### src/hw/sync_source_selector_cfg.svh
/*
 * Constants for the sample-clock source selector: encodings, reset values
 * and flash image layout. Assumes inclusion by the package and the module.
 */
`ifndef SYNC_SOURCE_SELECTOR_CFG_SVH
`define SYNC_SOURCE_SELECTOR_CFG_SVH

// ****************************************
// Encodings
// ****************************************
`define ST_NO_LOCK      2'h0
`define ST_LOCK         2'h1
`define ST_SYNC         2'h2
`define SRC_WORD        2'h0
`define SRC_OPTICAL     2'h1
`define SRC_COAX        2'h2
`define SRC_INTERNAL    2'h3
`define SPEED_SINGLE    2'h0
`define SPEED_DOUBLE    2'h1
`define SPEED_QUAD      2'h2

// ****************************************
// Reset values and flash image fields
// ****************************************
`define RST_AUTO_MODE   1'h0
`define RST_PREF_SRC    2'h0
`define RST_SINGLE_LIM  1'h0
`define CFG_W           4
`define CFG_AUTO_BIT    0
`define CFG_PREF_LSB    1
`define CFG_LIMIT_BIT   3

`endif

### src/hw/sync_source_selector_pkg.sv
/*
 * Types shared by the source selector.
 * Assumes the constants header is present.
 */
`include "sync_source_selector_cfg.svh"
package sync_source_selector_pkg;
	typedef logic [1:0] lock_state_t;
	typedef logic [1:0] source_t;
	typedef enum logic [2:0] {
		SEL_MASTER = 3'h1,
		SEL_SLAVE  = 3'h2,
		SEL_SETTLE = 3'h4
	} sel_state_e;
endpackage

### src/hw/sync_source_selector.sv
/*
 * Sample-clock source selection, word clock divider control, status
 * reporting and flash store/recall of configuration.
 * Assumes lock flags and rates come from clock recovery off mclk's domain,
 * and the flash controller handshakes on mclk.
 */
`timescale 1ns/1ps
`include "sync_source_selector_cfg.svh"
module sync_source_selector #(
	parameter int RATE_W  = 18,
	parameter int ERR_W   = 16
) (
	// Clock and reset
	input  wire logic                 mclk,
	input  wire logic                 rst,
	// Host configuration
	input  wire logic                 cfg_write,
	input  wire logic                 cfg_auto_mode,
	input  wire logic [1:0]           cfg_pref_src,
	input  wire logic                 cfg_single_limit,
	input  wire logic                 cmd_store,
	input  wire logic                 cmd_recall,
	// Flash port
	output logic                      flash_wr,
	output logic [`CFG_W-1:0]         flash_wdata,
	input  wire logic [`CFG_W-1:0]    flash_rdata,
	// Recovered input status, asynchronous
	input  wire logic [2:0]           in_lock,
	input  wire logic [2:0]           in_sync,
	input  wire logic [RATE_W-1:0]    coax_rate,
	input  wire logic [RATE_W-1:0]    word_rate,
	input  wire logic [RATE_W-1:0]    optical_rate,
	input  wire logic [RATE_W-1:0]    internal_rate,
	input  wire logic [1:0]           rate_speed,
	// Transfer error events
	input  wire logic                 xfer_error,
	input  wire logic                 stream_start,
	// Clock steering
	output logic [1:0]                clk_select,
	output logic [1:0]                wclk_div_sel,
	// Status
	output logic                      automatic_source_mode,
	output logic [1:0]                pref_src,
	output logic                      single_limit,
	output logic [5:0]                per_input_lock_status,
	output logic [1:0]                active_reference_report,
	output logic [RATE_W-1:0]         active_ref_rate,
	output logic                      slave_state,
	output logic [RATE_W-1:0]         coax_rate_report,
	output logic [ERR_W-1:0]          error_count,
	output logic                      error_flag
);

	// ****************************************
	// Input synchronisers
	// ****************************************
	logic [2:0] lock_s1, lock_s2, lock_s3, lock_q;
	logic [2:0] sync_s1, sync_s2, sync_s3, sync_q;

	always_ff @(posedge mclk) begin
		lock_s1 <= in_lock;
		lock_s2 <= lock_s1;
		lock_s3 <= lock_s2;
		sync_s1 <= in_sync;
		sync_s2 <= sync_s1;
		sync_s3 <= sync_s2;
	end

	always_ff @(posedge mclk) begin
		if (rst) begin
			lock_q <= 3'h0;
			sync_q <= 3'h0;
		end else begin
			for (int i = 0; i < 3; i++) begin
				if (lock_s2[i] == lock_s3[i]) begin
					lock_q[i] <= lock_s2[i];
				end
				if (sync_s2[i] == sync_s3[i]) begin
					sync_q[i] <= sync_s2[i];
				end
			end
		end
	end

	// ****************************************
	// Rate word capture
	// ****************************************
	logic [RATE_W-1:0] word_rate_s1, word_rate_s2, word_rate_s3, word_rate_q;
	logic [RATE_W-1:0] opt_rate_s1, opt_rate_s2, opt_rate_s3, opt_rate_q;
	logic [RATE_W-1:0] coax_rate_s1, coax_rate_s2, coax_rate_s3, coax_rate_q;
	logic [RATE_W-1:0] int_rate_s1, int_rate_s2, int_rate_s3, int_rate_q;
	logic [1:0]        speed_s1, speed_s2, speed_s3, speed_q;
	logic              word_rate_ok;
	logic              opt_rate_ok;
	logic              coax_rate_ok;
	logic              int_rate_ok;
	logic              speed_ok;

	always_ff @(posedge mclk) begin
		word_rate_s1 <= word_rate;
		word_rate_s2 <= word_rate_s1;
		word_rate_s3 <= word_rate_s2;
		opt_rate_s1  <= optical_rate;
		opt_rate_s2  <= opt_rate_s1;
		opt_rate_s3  <= opt_rate_s2;
		coax_rate_s1 <= coax_rate;
		coax_rate_s2 <= coax_rate_s1;
		coax_rate_s3 <= coax_rate_s2;
		int_rate_s1  <= internal_rate;
		int_rate_s2  <= int_rate_s1;
		int_rate_s3  <= int_rate_s2;
		speed_s1     <= rate_speed;
		speed_s2     <= speed_s1;
		speed_s3     <= speed_s2;
	end

	assign word_rate_ok = (word_rate_s2 == word_rate_s3);
	assign opt_rate_ok  = (opt_rate_s2 == opt_rate_s3);
	assign coax_rate_ok = (coax_rate_s2 == coax_rate_s3);
	assign int_rate_ok  = (int_rate_s2 == int_rate_s3);
	assign speed_ok     = (speed_s2 == speed_s3);

	always_ff @(posedge mclk) begin
		if (rst) begin
			word_rate_q <= '0;
			opt_rate_q  <= '0;
			coax_rate_q <= '0;
			int_rate_q  <= '0;
			speed_q     <= `SPEED_SINGLE;
		end else begin
			if (word_rate_ok) begin
				word_rate_q <= word_rate_s2;
			end
			if (opt_rate_ok) begin
				opt_rate_q <= opt_rate_s2;
			end
			if (coax_rate_ok) begin
				coax_rate_q <= coax_rate_s2;
			end
			if (int_rate_ok) begin
				int_rate_q <= int_rate_s2;
			end
			if (speed_ok) begin
				speed_q <= speed_s2;
			end
		end
	end

	// ****************************************
	// Configuration and flash
	// ****************************************
	logic              recall_pend;
	logic [`CFG_W-1:0] cur_cfg;
	logic [1:0]        cfg_pref_fixed;

	assign cur_cfg        = {single_limit, pref_src, automatic_source_mode};
	assign cfg_pref_fixed = (cfg_pref_src == `SRC_INTERNAL) ? `SRC_WORD : cfg_pref_src;

	always_ff @(posedge mclk) begin
		if (rst) begin
			automatic_source_mode <= `RST_AUTO_MODE;
			pref_src              <= `RST_PREF_SRC;
			single_limit          <= `RST_SINGLE_LIM;
			recall_pend           <= 1'h0;
			flash_wr              <= 1'h0;
			flash_wdata           <= '0;
		end else begin
			flash_wr    <= cmd_store;
			flash_wdata <= cur_cfg;
			recall_pend <= cmd_recall;
			if (recall_pend) begin
				automatic_source_mode <= flash_rdata[`CFG_AUTO_BIT];
				pref_src    <= flash_rdata[`CFG_PREF_LSB +: 2];
				single_limit <= flash_rdata[`CFG_LIMIT_BIT];
			end else if (cfg_write) begin
				automatic_source_mode <= cfg_auto_mode;
				pref_src     <= cfg_pref_fixed;
				single_limit <= cfg_single_limit;
			end
		end
	end

	// ****************************************
	// Source choice
	// ****************************************
	function automatic logic [1:0] next_avail(input logic [1:0] pref, input logic [2:0] ok);
		logic [1:0] p;
		logic [1:0] a;
		logic [1:0] b;
		p = (pref == `SRC_INTERNAL) ? `SRC_WORD : pref;
		a = (p == `SRC_COAX) ? `SRC_WORD : p + 2'h1;
		b = (a == `SRC_COAX) ? `SRC_WORD : a + 2'h1;
		if (ok[p]) begin
			next_avail = p;
		end else if (ok[a]) begin
			next_avail = a;
		end else if (ok[b]) begin
			next_avail = b;
		end else begin
			next_avail = `SRC_INTERNAL;
		end
	endfunction

	sync_source_selector_pkg::sel_state_e state, next_state;
	logic [1:0] cand;
	logic [1:0] next_clk_select;
	logic       cur_ok;

	assign cand   = next_avail(pref_src, lock_q);
	assign cur_ok = (clk_select != `SRC_INTERNAL) && lock_q[clk_select];

	always_comb begin
		next_state      = state;
		next_clk_select = clk_select;
		case (state)
			sync_source_selector_pkg::SEL_MASTER: begin
				if (automatic_source_mode && cand != `SRC_INTERNAL) begin
					next_state = sync_source_selector_pkg::SEL_SETTLE;
				end
			end
			sync_source_selector_pkg::SEL_SLAVE: begin
				if (!automatic_source_mode) begin
					next_state      = sync_source_selector_pkg::SEL_MASTER;
					next_clk_select = `SRC_INTERNAL;
				end else if (!cur_ok || cand != clk_select) begin
					next_state = sync_source_selector_pkg::SEL_SETTLE;
				end
			end
			default: begin
				if (!automatic_source_mode || cand == `SRC_INTERNAL) begin
					next_state      = sync_source_selector_pkg::SEL_MASTER;
					next_clk_select = `SRC_INTERNAL;
				end else if (lock_q[cand]) begin
					next_state      = sync_source_selector_pkg::SEL_SLAVE;
					next_clk_select = cand;
				end
			end
		endcase
	end

	always_ff @(posedge mclk) begin
		if (rst) begin
			state      <= sync_source_selector_pkg::SEL_MASTER;
			clk_select <= `SRC_INTERNAL;
		end else begin
			state      <= next_state;
			clk_select <= next_clk_select;
		end
	end

	// ****************************************
	// Status and word clock
	// ****************************************
	function automatic logic [1:0] in_status(input logic l, input logic s);
		in_status = !l ? `ST_NO_LOCK : (s ? `ST_SYNC : `ST_LOCK);
	endfunction

	logic [RATE_W-1:0] sel_rate;
	logic [1:0]        next_div;

	assign sel_rate = (clk_select == `SRC_WORD)    ? word_rate_q :
	                  (clk_select == `SRC_OPTICAL) ? opt_rate_q :
	                  (clk_select == `SRC_COAX)    ? coax_rate_q : int_rate_q;
	assign next_div = single_limit ? speed_q : `SPEED_SINGLE;

	always_ff @(posedge mclk) begin
		if (rst) begin
			per_input_lock_status   <= 6'h00;
			active_reference_report <= `SRC_INTERNAL;
			active_ref_rate         <= '0;
			slave_state             <= 1'h0;
			coax_rate_report        <= '0;
			wclk_div_sel            <= `SPEED_SINGLE;
		end else begin
			for (int i = 0; i < 3; i++) begin
				per_input_lock_status[2*i +: 2] <= in_status(lock_q[i], sync_q[i]);
			end
			active_reference_report <= clk_select;
			active_ref_rate         <= sel_rate;
			slave_state  <= (state == sync_source_selector_pkg::SEL_SLAVE);
			coax_rate_report <= coax_rate_q;
			wclk_div_sel <= next_div;
		end
	end

	// ****************************************
	// Transfer errors
	// ****************************************
	logic err_full;

	assign err_full = (error_count == '1);

	always_ff @(posedge mclk) begin
		if (rst) begin
			error_count <= '0;
			error_flag  <= 1'h0;
		end else if (stream_start) begin
			error_count <= ERR_W'(xfer_error);
			error_flag  <= xfer_error;
		end else if (xfer_error) begin
			if (!err_full) begin
				error_count <= error_count + 1'b1;
			end
			error_flag <= 1'h1;
		end
	end

endmodule

### config.mk
export PLATFORM = sky130hd
export DESIGN_NAME = sync_source_selector
export DESIGN_NICKNAME = d
export VERILOG_FILES = /design/src/hw/sync_source_selector_pkg.sv /design/src/hw/sync_source_selector.sv
export VERILOG_INCLUDE_DIRS = /design/src /design/src/hw
export SDC_FILE = /design/constraint.sdc
export NUM_CORES = 1
export LEC_CHECK = 0
export BUFFER_PORTS_ARGS = -buffer_cell sky130_fd_sc_hd__clkbuf_2
export CAP_MARGIN = 30
export CORE_MARGIN = 3
export CORE_UTILIZATION = 30
export DETAILED_ROUTE_END_ITERATION = 10
export PLACE_DENSITY = 0.49
export SETUP_SLACK_MARGIN = 0.2
export SKIP_CTS_REPAIR_TIMING = 1
export SLEW_MARGIN = 30
export SYNTH_ARGS = -nofsm -noshare
export SYNTH_HDL_FRONTEND = slang
export SYNTH_SLANG_ARGS = --single-unit
### constraint.sdc
create_clock -name mclk -period 2.6 [get_ports mclk]
set_clock_uncertainty 0.15 [all_clocks]
set_input_delay 0.13 -clock mclk [delete_from_list [all_inputs] [get_ports mclk]]
set_output_delay 0.13 -clock mclk [all_outputs]
set_load 0.03 [all_outputs]
# Word level (Yosys, flattened, before mapping)
# Cells that the tools add are included.
[totals]
wordCells = 157
mem_bits_rw = 0
rom_bits = 0
latch_bits = 0
register_bits = 399
input_bits = 95
n_memories = 0
[classes]
shift = 0
n_div = 0
bitwise = 6
multipliers = 0
n_lt_le_gt_ge = 5
n_eq_ne = 28
n_reduce_logical = 20
n_mux = 44
n_addsub = 3
[op_table]
columns = ["op", "n"]
rows = [
  ["equality test 18 bit", 4],
  ["two-way mux 18 bit", 3],
  ["two-way mux 2 bit", 15],
  ["adder 16 x 1 -> 16 bit, second input constant", 1],
  ["equality test 16 bit, second input constant", 1],
  ["< comparator 2 x 3 -> 1 bit, second input constant", 5],
  ["two-way mux 3 bit", 5],
  ["two-way mux 1 bit", 14],
  ["equality test 2 bit, second input constant", 6],
  ["binary-select mux 1 bit (select 2 bit)", 5],
  ["!= test 2 bit, second input constant", 5],
  ["OR reduction 2 bit", 5],
  ["equality test 1 bit", 6],
  ["inverter 1 bit", 6],
  ["one-hot mux 3 bit (2 select lines)", 1],
  ["AND reduction 3 bit", 2],
  ["adder 2 x 1 -> 2 bit, second input constant", 2],
  ["one-hot mux 2 bit (2 select lines)", 1],
  ["AND reduction 2 bit", 2],
  ["nonzero test 2 bit", 2],
  ["nonzero test 4 bit", 1],
  ["equality test 3 x 1 -> 1 bit, second input constant", 1],
  ["equality test 3 x 2 -> 1 bit, second input constant", 1],
  ["!= test 3 bit, second input constant", 1],
  ["other kinds (8)", 11],
]

# Depth between registers and ports, before layout
# Gate-level depths: netlist of the first run.
[logic_depth]
depth_word = 16
mapped_depth = 10

# Worst setup path before layout of the first run
# No wires, ideal clock.
[synth_path]
kind = "register -> register"
startpoint = "register pref_src[0]"
endpoint = "register clk_select[0]"
required_ps = 2327
stages_incl_launch_ff = 10
period_less_slack_ps = 2713
setup_slack_ps = -113
path_buffers = 0
arrival_ps = 2440
cell_sequence = "dfxtp_1 inv_1 ha_1 nor2b_1 o31ai_2 a221oi_2 mux2i_1 o21ai_2 o21a_2 mux2_1"
[synth_via]
elab_chain_len = 15
elab_cells_between_ends = 26
classes_between = "add/sub: 2; eq/ne: 4; mux: 17; reduce/logical: 3"
[synth_lines]
columns = ["element", "line", "source"]
rows = [
  ["start, declared", "sync_source_selector.sv:43", "output logic [1:0] pref_src,"],
  ["start signal, assigned", "sync_source_selector.sv:162", "pref_src <= `RST_PREF_SRC;"],
  ["start signal, assigned", "sync_source_selector.sv:173", "pref_src <= flash_rdata[`CFG_PREF_LSB +: 2];"],
  ["start signal, assigned", "sync_source_selector.sv:177", "pref_src <= cfg_pref_fixed;"],
  ["equality test 2 bit (no line)", "-", ""],
  ["two-way mux 2 bit *", "sync_source_selector.sv:190", "p = (pref == `SRC_INTERNAL) ? `SRC_WORD : pref;"],
  ["adder 2 x 1 -> 2 bit or equality test 2 bit (tied branches)", "-", ""],
  ["two-way mux 2 bit", "sync_source_selector.sv:191", "a = (p == `SRC_COAX) ? `SRC_WORD : p + 2'h1;"],
  ["adder 2 x 1 -> 2 bit or equality test 2 bit (tied branches)", "-", ""],
  ["two-way mux 2 bit", "sync_source_selector.sv:192", "b = (a == `SRC_COAX) ? `SRC_WORD : a + 2'h1;"],
  ["binary-select mux 1 bit (select 2 bit)", "sync_source_selector.sv:197", "end else if (ok[b]) begin"],
  ["two-way mux 1 bit (implied by the code)", "sync_source_selector.sv:197", ""],
  ["two-way mux 2 bit", "sync_source_selector.sv:197", ""],
  ["two-way mux 2 bit", "sync_source_selector.sv:195", "end else if (ok[a]) begin"],
  ["two-way mux 2 bit *", "sync_source_selector.sv:193", "if (ok[p]) begin"],
  ["binary-select mux 1 bit (select 2 bit) or equality test 2 bit (tied branches)", "-", ""],
  ["two-way mux 1 bit (implied by the code) or logical OR 1 bit (tied branches)", "-", ""],
  ["nonzero test 3 bit (no line) or two-way mux 2 bit (tied branches)", "-", ""],
  ["AND reduction 3 bit (no line) or one-hot mux 2 bit (2 select lines) (tied branches)", "-", ""],
  ["end signal, assigned", "sync_source_selector.sv:244", "clk_select <= `SRC_INTERNAL;"],
  ["end signal, assigned", "sync_source_selector.sv:247", "clk_select <= next_clk_select;"],
  ["end, declared", "sync_source_selector.sv:39", "output logic [1:0] clk_select,"],
]
# Every way passes the cells marked *; elsewhere a longest branch is shown, timed or not. The select of a mux whose other input is x is not followed.
# A chain may end at the register's enable or synchronous reset.

# Final worst setup path of the first run
[layout_path]
startpoint = "register pref_src[0]"
endpoint = "register clk_select[1]"
# The elaborated chain is that of the path after synthesis.

==> metrics.yaml, run 1 <==
post_layout_nonfiller_instances: 1752
die_y_um: 204
syn_inst: 917
yosysSeqAreaShare_pct: 67.8
fin_ws_ns: 0.102
synth_top_area_share_pct: 67.8
stdcell_area_um2: 15700
antenna_found_initial: 0
rows: 71
totalWireLength_um: 26100
startpoint: "pref_src[0]"
coreArea_um2: 38200
reg2reg_setup_slack_ns: 0.10
preCtsSetupSlack_ns: 0.119
cp-endpoint: "clk_select[1]"
cp-start-kind: "flop"
ys_warn_count: 0
critical_path_class: "flop to flop"
track_usage_pct: 12.3
numCtsBuffers: 43
fin_tns_setup_ns: 0
path_buf_inv: 1
synthToLayoutAreaGrowth_pct: 33.4
worst_pin_slew_ns: 0.532
finalSetupViolations: 0
cts_tree: "yes"
clockBufferDepth: 3
dieWidth_um: 204
synth_fp_nets: 1016
cap_violations: 0
cp.required_ns: 2.88
drt_iter0_markers: 256
ys_top_cells_by_area: "dfxtp_1, mux2i_1, xnor2_1"
cts-root-buf: "clkbuf_16"
reg2regPathDepth: 9
cp-end-kind: "flop"
hold_class: "input pin to flop"
place_area_um2: 13200
io_pins: 170
fin_crit_sh_pct: 96.1
crit_family: "compound AO/OA/AOI/OAI gates"
synth_most_common_cell: "dfxtp_1"
drt.antenna.violating_nets: 0
cp.depth: 9
p_leak_nw: 6.95
reg2reg_to: "clk_select[1]"
drv_slew: 0
rsz0062_at_grt: "true"
dp_hpwl_um: 17800
dp.cells: 1572
syn_avg_cell_area_um2: 12.8
worstPathCellList: "inv_4, ha_4, nor2b_4, o31ai_4, a221oi_2, mux2i_1, o21ai_2, o21a_2, mux2_1"
fmax_mhz: 400
report.power.total_w: 0.0132
slew_headroom_pct: 64.4
status: "complete, no violations"
slowest_delay_ns: 0.38
portBuffers: 169
grt.overflow.total: 0
worst_ep_arrival_time_ns: 2.78
synth_edf_count: 0
syn_area_um2: 11800
wire_per_inst_um: 14.9
crit_slowest_cell: "dfxtp_4"
nNetsFinal: 1309
drcViolationCount: 0
async_reset_ff_share_pct: 0
hold_viol_final: 0
floorplan.initialDensity_pct: 30.8
grt_first_pass_wirelength_um: 39300
power_density_nw_per_um2: 843
grt_max_degree: 89
via_per_inst: 4.09
synth_common_cells: "dfxtp_1, nor2_1, mux2i_1"
clkLatencyLatePin_ns: 0.56
diodes: 0
ir_worst_vdd_mv: 0.473
cts_sinks: 399
place_congestion: 0.793
htreeDepth: 2
drive_gt1_share_pct: 23.8
synth_cell_types: 54
path_clk_slew_ns: 0.06
ys_ff_latch: 399
dr.pass1.iters: 4
die_area_um2: 41700
yosysTopAreaCell: "dfxtp_1"
min_period_ns: 2.50
reg2reg_from: "pref_src[0]"
synthFlopType: "dfxtp_1"
grt_pass1_vias: 6819
num_vias: 7161
path_max_fanout: 6
[placed cells by master, fill, tap and decap left out, drive strengths merged, types with 11 or more instances in the layout]
| cell | Yosys | routed |
|---|---|---|
| nor2b | 22 | 22 |
| nand2 | 15 | 15 |
| dfxtp | 399 | 399 |
| nand4 | 18 | 18 |
| and2 | 21 | 21 |
| buf | 16 | 14 |
| xor2 | 25 | 25 |
| mux2i | 80 | 80 |
| clkbuf | 19 | 221 |
| xnor2 | 64 | 64 |
| inv | 7 | 12 |
| mux4 | 18 | 18 |
| a21oi | 13 | 13 |
| nand3 | 14 | 14 |
| dlygate4sd3 | 0 | 101 |
| o21ai | 11 | 11 |
| nor2 | 109 | 109 |
[worst min path at each step]
stage,endpoint,cells after the start,from
3_5_place_dp,coax_rate_s1[9],1,coax_rate[9]
2_1_floorplan,coax_rate_s1[0],0,coax_rate[0]
5_1_grt,sync_s1[1],2,in_sync[1]
3_3_place_gp,speed_s1[0],1,rate_speed[0]
4_1_cts,int_rate_s1[7],1,internal_rate[7]
6_report,coax_rate_s1[7],2,coax_rate[7]
[cell type report]
cell class                 instances  area (um2)
clock buffer                      53        1180
clock inverter                    23         244
fill                            3695       22500
inverter                           7        28.8
multi-input combinational        476        3630
sequential                       399        8000
tap                              511         639
timing repair buffer             283        1980
[routing by layer]
layer / share of wire (%) / track usage, % / routed length (um) / vias to the layer above
met5: 0 / 0 / 0 / -
met4: 3.1 / 5.38 / 809 / 0
met3: 5.4 / 2.83 / 1410 / 53
met1: 48 / 17.1 / 12600 / 3288
met2: 43 / 18.1 / 11300 / 160
li1: - / - / - / 3660
[report_power, final]
group	internal, W	switching (W)	leakage (nW)
sequential	0.00636	0.000154	3.31
combinational	0.000378	0.000308	2.94
clock	0.00358	0.00247	0.698
total	0.0103	0.00293	6.95
[kinds of logic after synthesis]
group	synth area share, %
AO/OA/AOI/OAI	2.82
XOR/XNOR	6.62
adder cells (fa/ha/maj)	0.425
buffers and inverters	1.75
flip-flops	67.8
multiplexers	10.4
AND/OR/NAND/NOR	10.1
[stage by stage]
stage                     hold WS (ns)  util (%)
final                           0.0534      41.1
after global routing            0.0280      41.1
after CTS                       -0.533      38.3
after detailed placement        0.0839      34.5
after global placement          0.0841      34.5
after floorplan                0.00772         -
Note: power is estimated with default switching activity, not from simulation.
==> run 2, diff against run 1 <==
CELL_PAD_IN_SITES_DETAIL_PLACEMENT = 0   (was unset)
CELL_PAD_IN_SITES_GLOBAL_PLACEMENT = 2   (was unset)
CORE_UTILIZATION = 34   (was 30)
PLACE_DENSITY = 0.74   (was 0.49)
==> run 2 against run 1 <==
Against the previous run:
- register-to-register slack is essentially flat
- combinational power grew 2%
- first-iteration DRC count shrank 3.9%
- via count grew 1.1%
- power grew 1.6%
- worst hold slack is essentially flat
- sequential power is essentially flat
- die area shrank 11%
- critical path type unchanged
==> metrics.yaml, run 2 (synthesized netlist as in run 1, its figures left out) <==
worst_pin_slew_ns: 0.531
numCtsBuffers: 42
reg2reg_from: "pref_src[1]"
power_density_nw_per_um2: 856
reg2reg_to: "clk_select[1]"
grt_max_degree: 91
path_max_fanout: 5
via_per_inst: 4.27
fin_crit_sh_pct: 96.1
cap_violations: 0
place_area_um2: 13100
die_y_um: 192
dieWidth_um: 192
stdcell_area_um2: 15700
nNetsFinal: 1310
cts_tree: "yes"
reg2reg_setup_slack_ns: 0.10
cts-root-buf: "clkbuf_16"
num_vias: 7237
htreeDepth: 2
crit_family: "compound AO/OA/AOI/OAI gates"
final_common_cell: "dfxtp_1"
critical_path_class: "flop to flop"
path_buf_inv: 1
dr.pass1.iters: 4
ir_worst_vdd_mv: 0.523
antenna_found_initial: 0
worst_ep_arrival_time_ns: 2.78
drv_slew: 0
fin_ws_ns: 0.100
wire_per_inst_um: 15.1
status: "complete, no violations"
rsz0062_at_grt: "true"
die_area_um2: 36900
drt.antenna.violating_nets: 0
diodes: 0
drcViolationCount: 0
track_usage_pct: 13.4
coreArea_um2: 33900
portBuffers: 169
whs_ns: 0.0536
synthToLayoutAreaGrowth_pct: 33.5
p_leak_nw: 6.99
drive_gt1_share_pct: 24.1
crit_slowest_cell: "dfxtp_4"
cp-end-kind: "flop"
cp.required_ns: 2.88
cp-start-kind: "flop"
preCtsSetupSlack_ns: 0.0907
grt_first_pass_wirelength_um: 37800
grt.overflow.total: 0
finalSetupViolations: 0
cp-endpoint: "clk_select[1]"
reg2regPathDepth: 8
path_clk_slew_ns: 0.06
hold_class: "input pin to flop"
worstPathCellList: "clkinvlp_4, ha_4, nand3b_1, a221oi_4, mux2i_1, o21ai_2, o21a_2, mux2_1"
grt_pass1_vias: 6849
io_pins: 170
fmax_mhz: 400
clkLatencyLatePin_ns: 0.56
drt_iter0_markers: 246
dp_hpwl_um: 17200
min_period_ns: 2.50
hold_viol_final: 0
final_cell_mix: "dfxtp_1, clkbuf_2, nor2_1"
cts_sinks: 399
slew_headroom_pct: 64.5
cp.depth: 8
rows: 67
place_congestion: 0.768
slowest_delay_ns: 0.37
num-fill-cells: 3155
clockBufferDepth: 3
totalWireLength_um: 25600
startpoint: "pref_src[1]"
floorplan.initialDensity_pct: 34.8
-- run 2: metrics by stage --
| stage | std cells | TNS, ns | util [%] | power (W) |
|---|---|---|---|---|
| floorplan | 917 | 0 | - | 0.00699 |
| global placement | 1509 | 0 | 38.7 | 0.00718 |
| detailed placement | 1509 | 0 | 38.7 | 0.00719 |
| CTS | 1587 | 0 | 43.2 | 0.0135 |
| global route | 1693 | -0.0769 | 46.4 | 0.0140 |
| finish | 1693 | 0 | 46.4 | 0.0135 |
-- run 2: worst register-to-register path, cell delays in order, from the launching register on --
cell,delay (ns)
dfxtp_4,0.37
clkinvlp_4,0.14
ha_4,0.19
nand3b_1,0.27
a221oi_4,0.35
mux2i_1,0.27
o21ai_2,0.09
o21a_2,0.22
mux2_1,0.32
-- run 2: area by class of cell --
class	instances	area (um2)	area share, %
Timing Repair Buffer	285	1980	12.6
Sequential cell	399	8000	50.9
Multi-Input combinational cell	476	3650	23.2
Tap cell	448	561	3.57
Clock buffer	56	1200	7.67
Clock inverter	22	294	1.87
Inverter	7	30.0	0.191
-- run 2: worst min-delay path by stage --
| stage | cells past startpoint | slack (ns) | startpoint | to |
|---|---|---|---|---|
| floorplan | 0 | 0.008 | coax_rate[0] | coax_rate_s1[0] |
| CTS | 1 | -0.53 | optical_rate[3] | opt_rate_s1[3] |
| detailed placement | 1 | 0.08 | optical_rate[17] | opt_rate_s1[17] |
| global placement | 1 | 0.08 | optical_rate[1] | opt_rate_s1[1] |
| finish | 2 | 0.05 | internal_rate[5] | int_rate_s1[5] |
| global route | 2 | 0.03 | internal_rate[5] | int_rate_s1[5] |
-- run 2: power breakdown --
part           total, W  switching [W]  leakage (nW)  internal [W]
clock           0.00625        0.00245         0.739       0.00380
sequential      0.00651       0.000147          3.31       0.00636
combinational  0.000698       0.000315          2.94      0.000384
-- run 2: per-layer routing --
metal  global-route usage, %  part of all wire, %  vias up
li1                        -                    -     3653
met1                    18.2                   48     3360
met2                    20.5                   45      170
met3                    2.79                  4.7       54
met4                    5.97                  3.1        0
met5                       0                    0        -
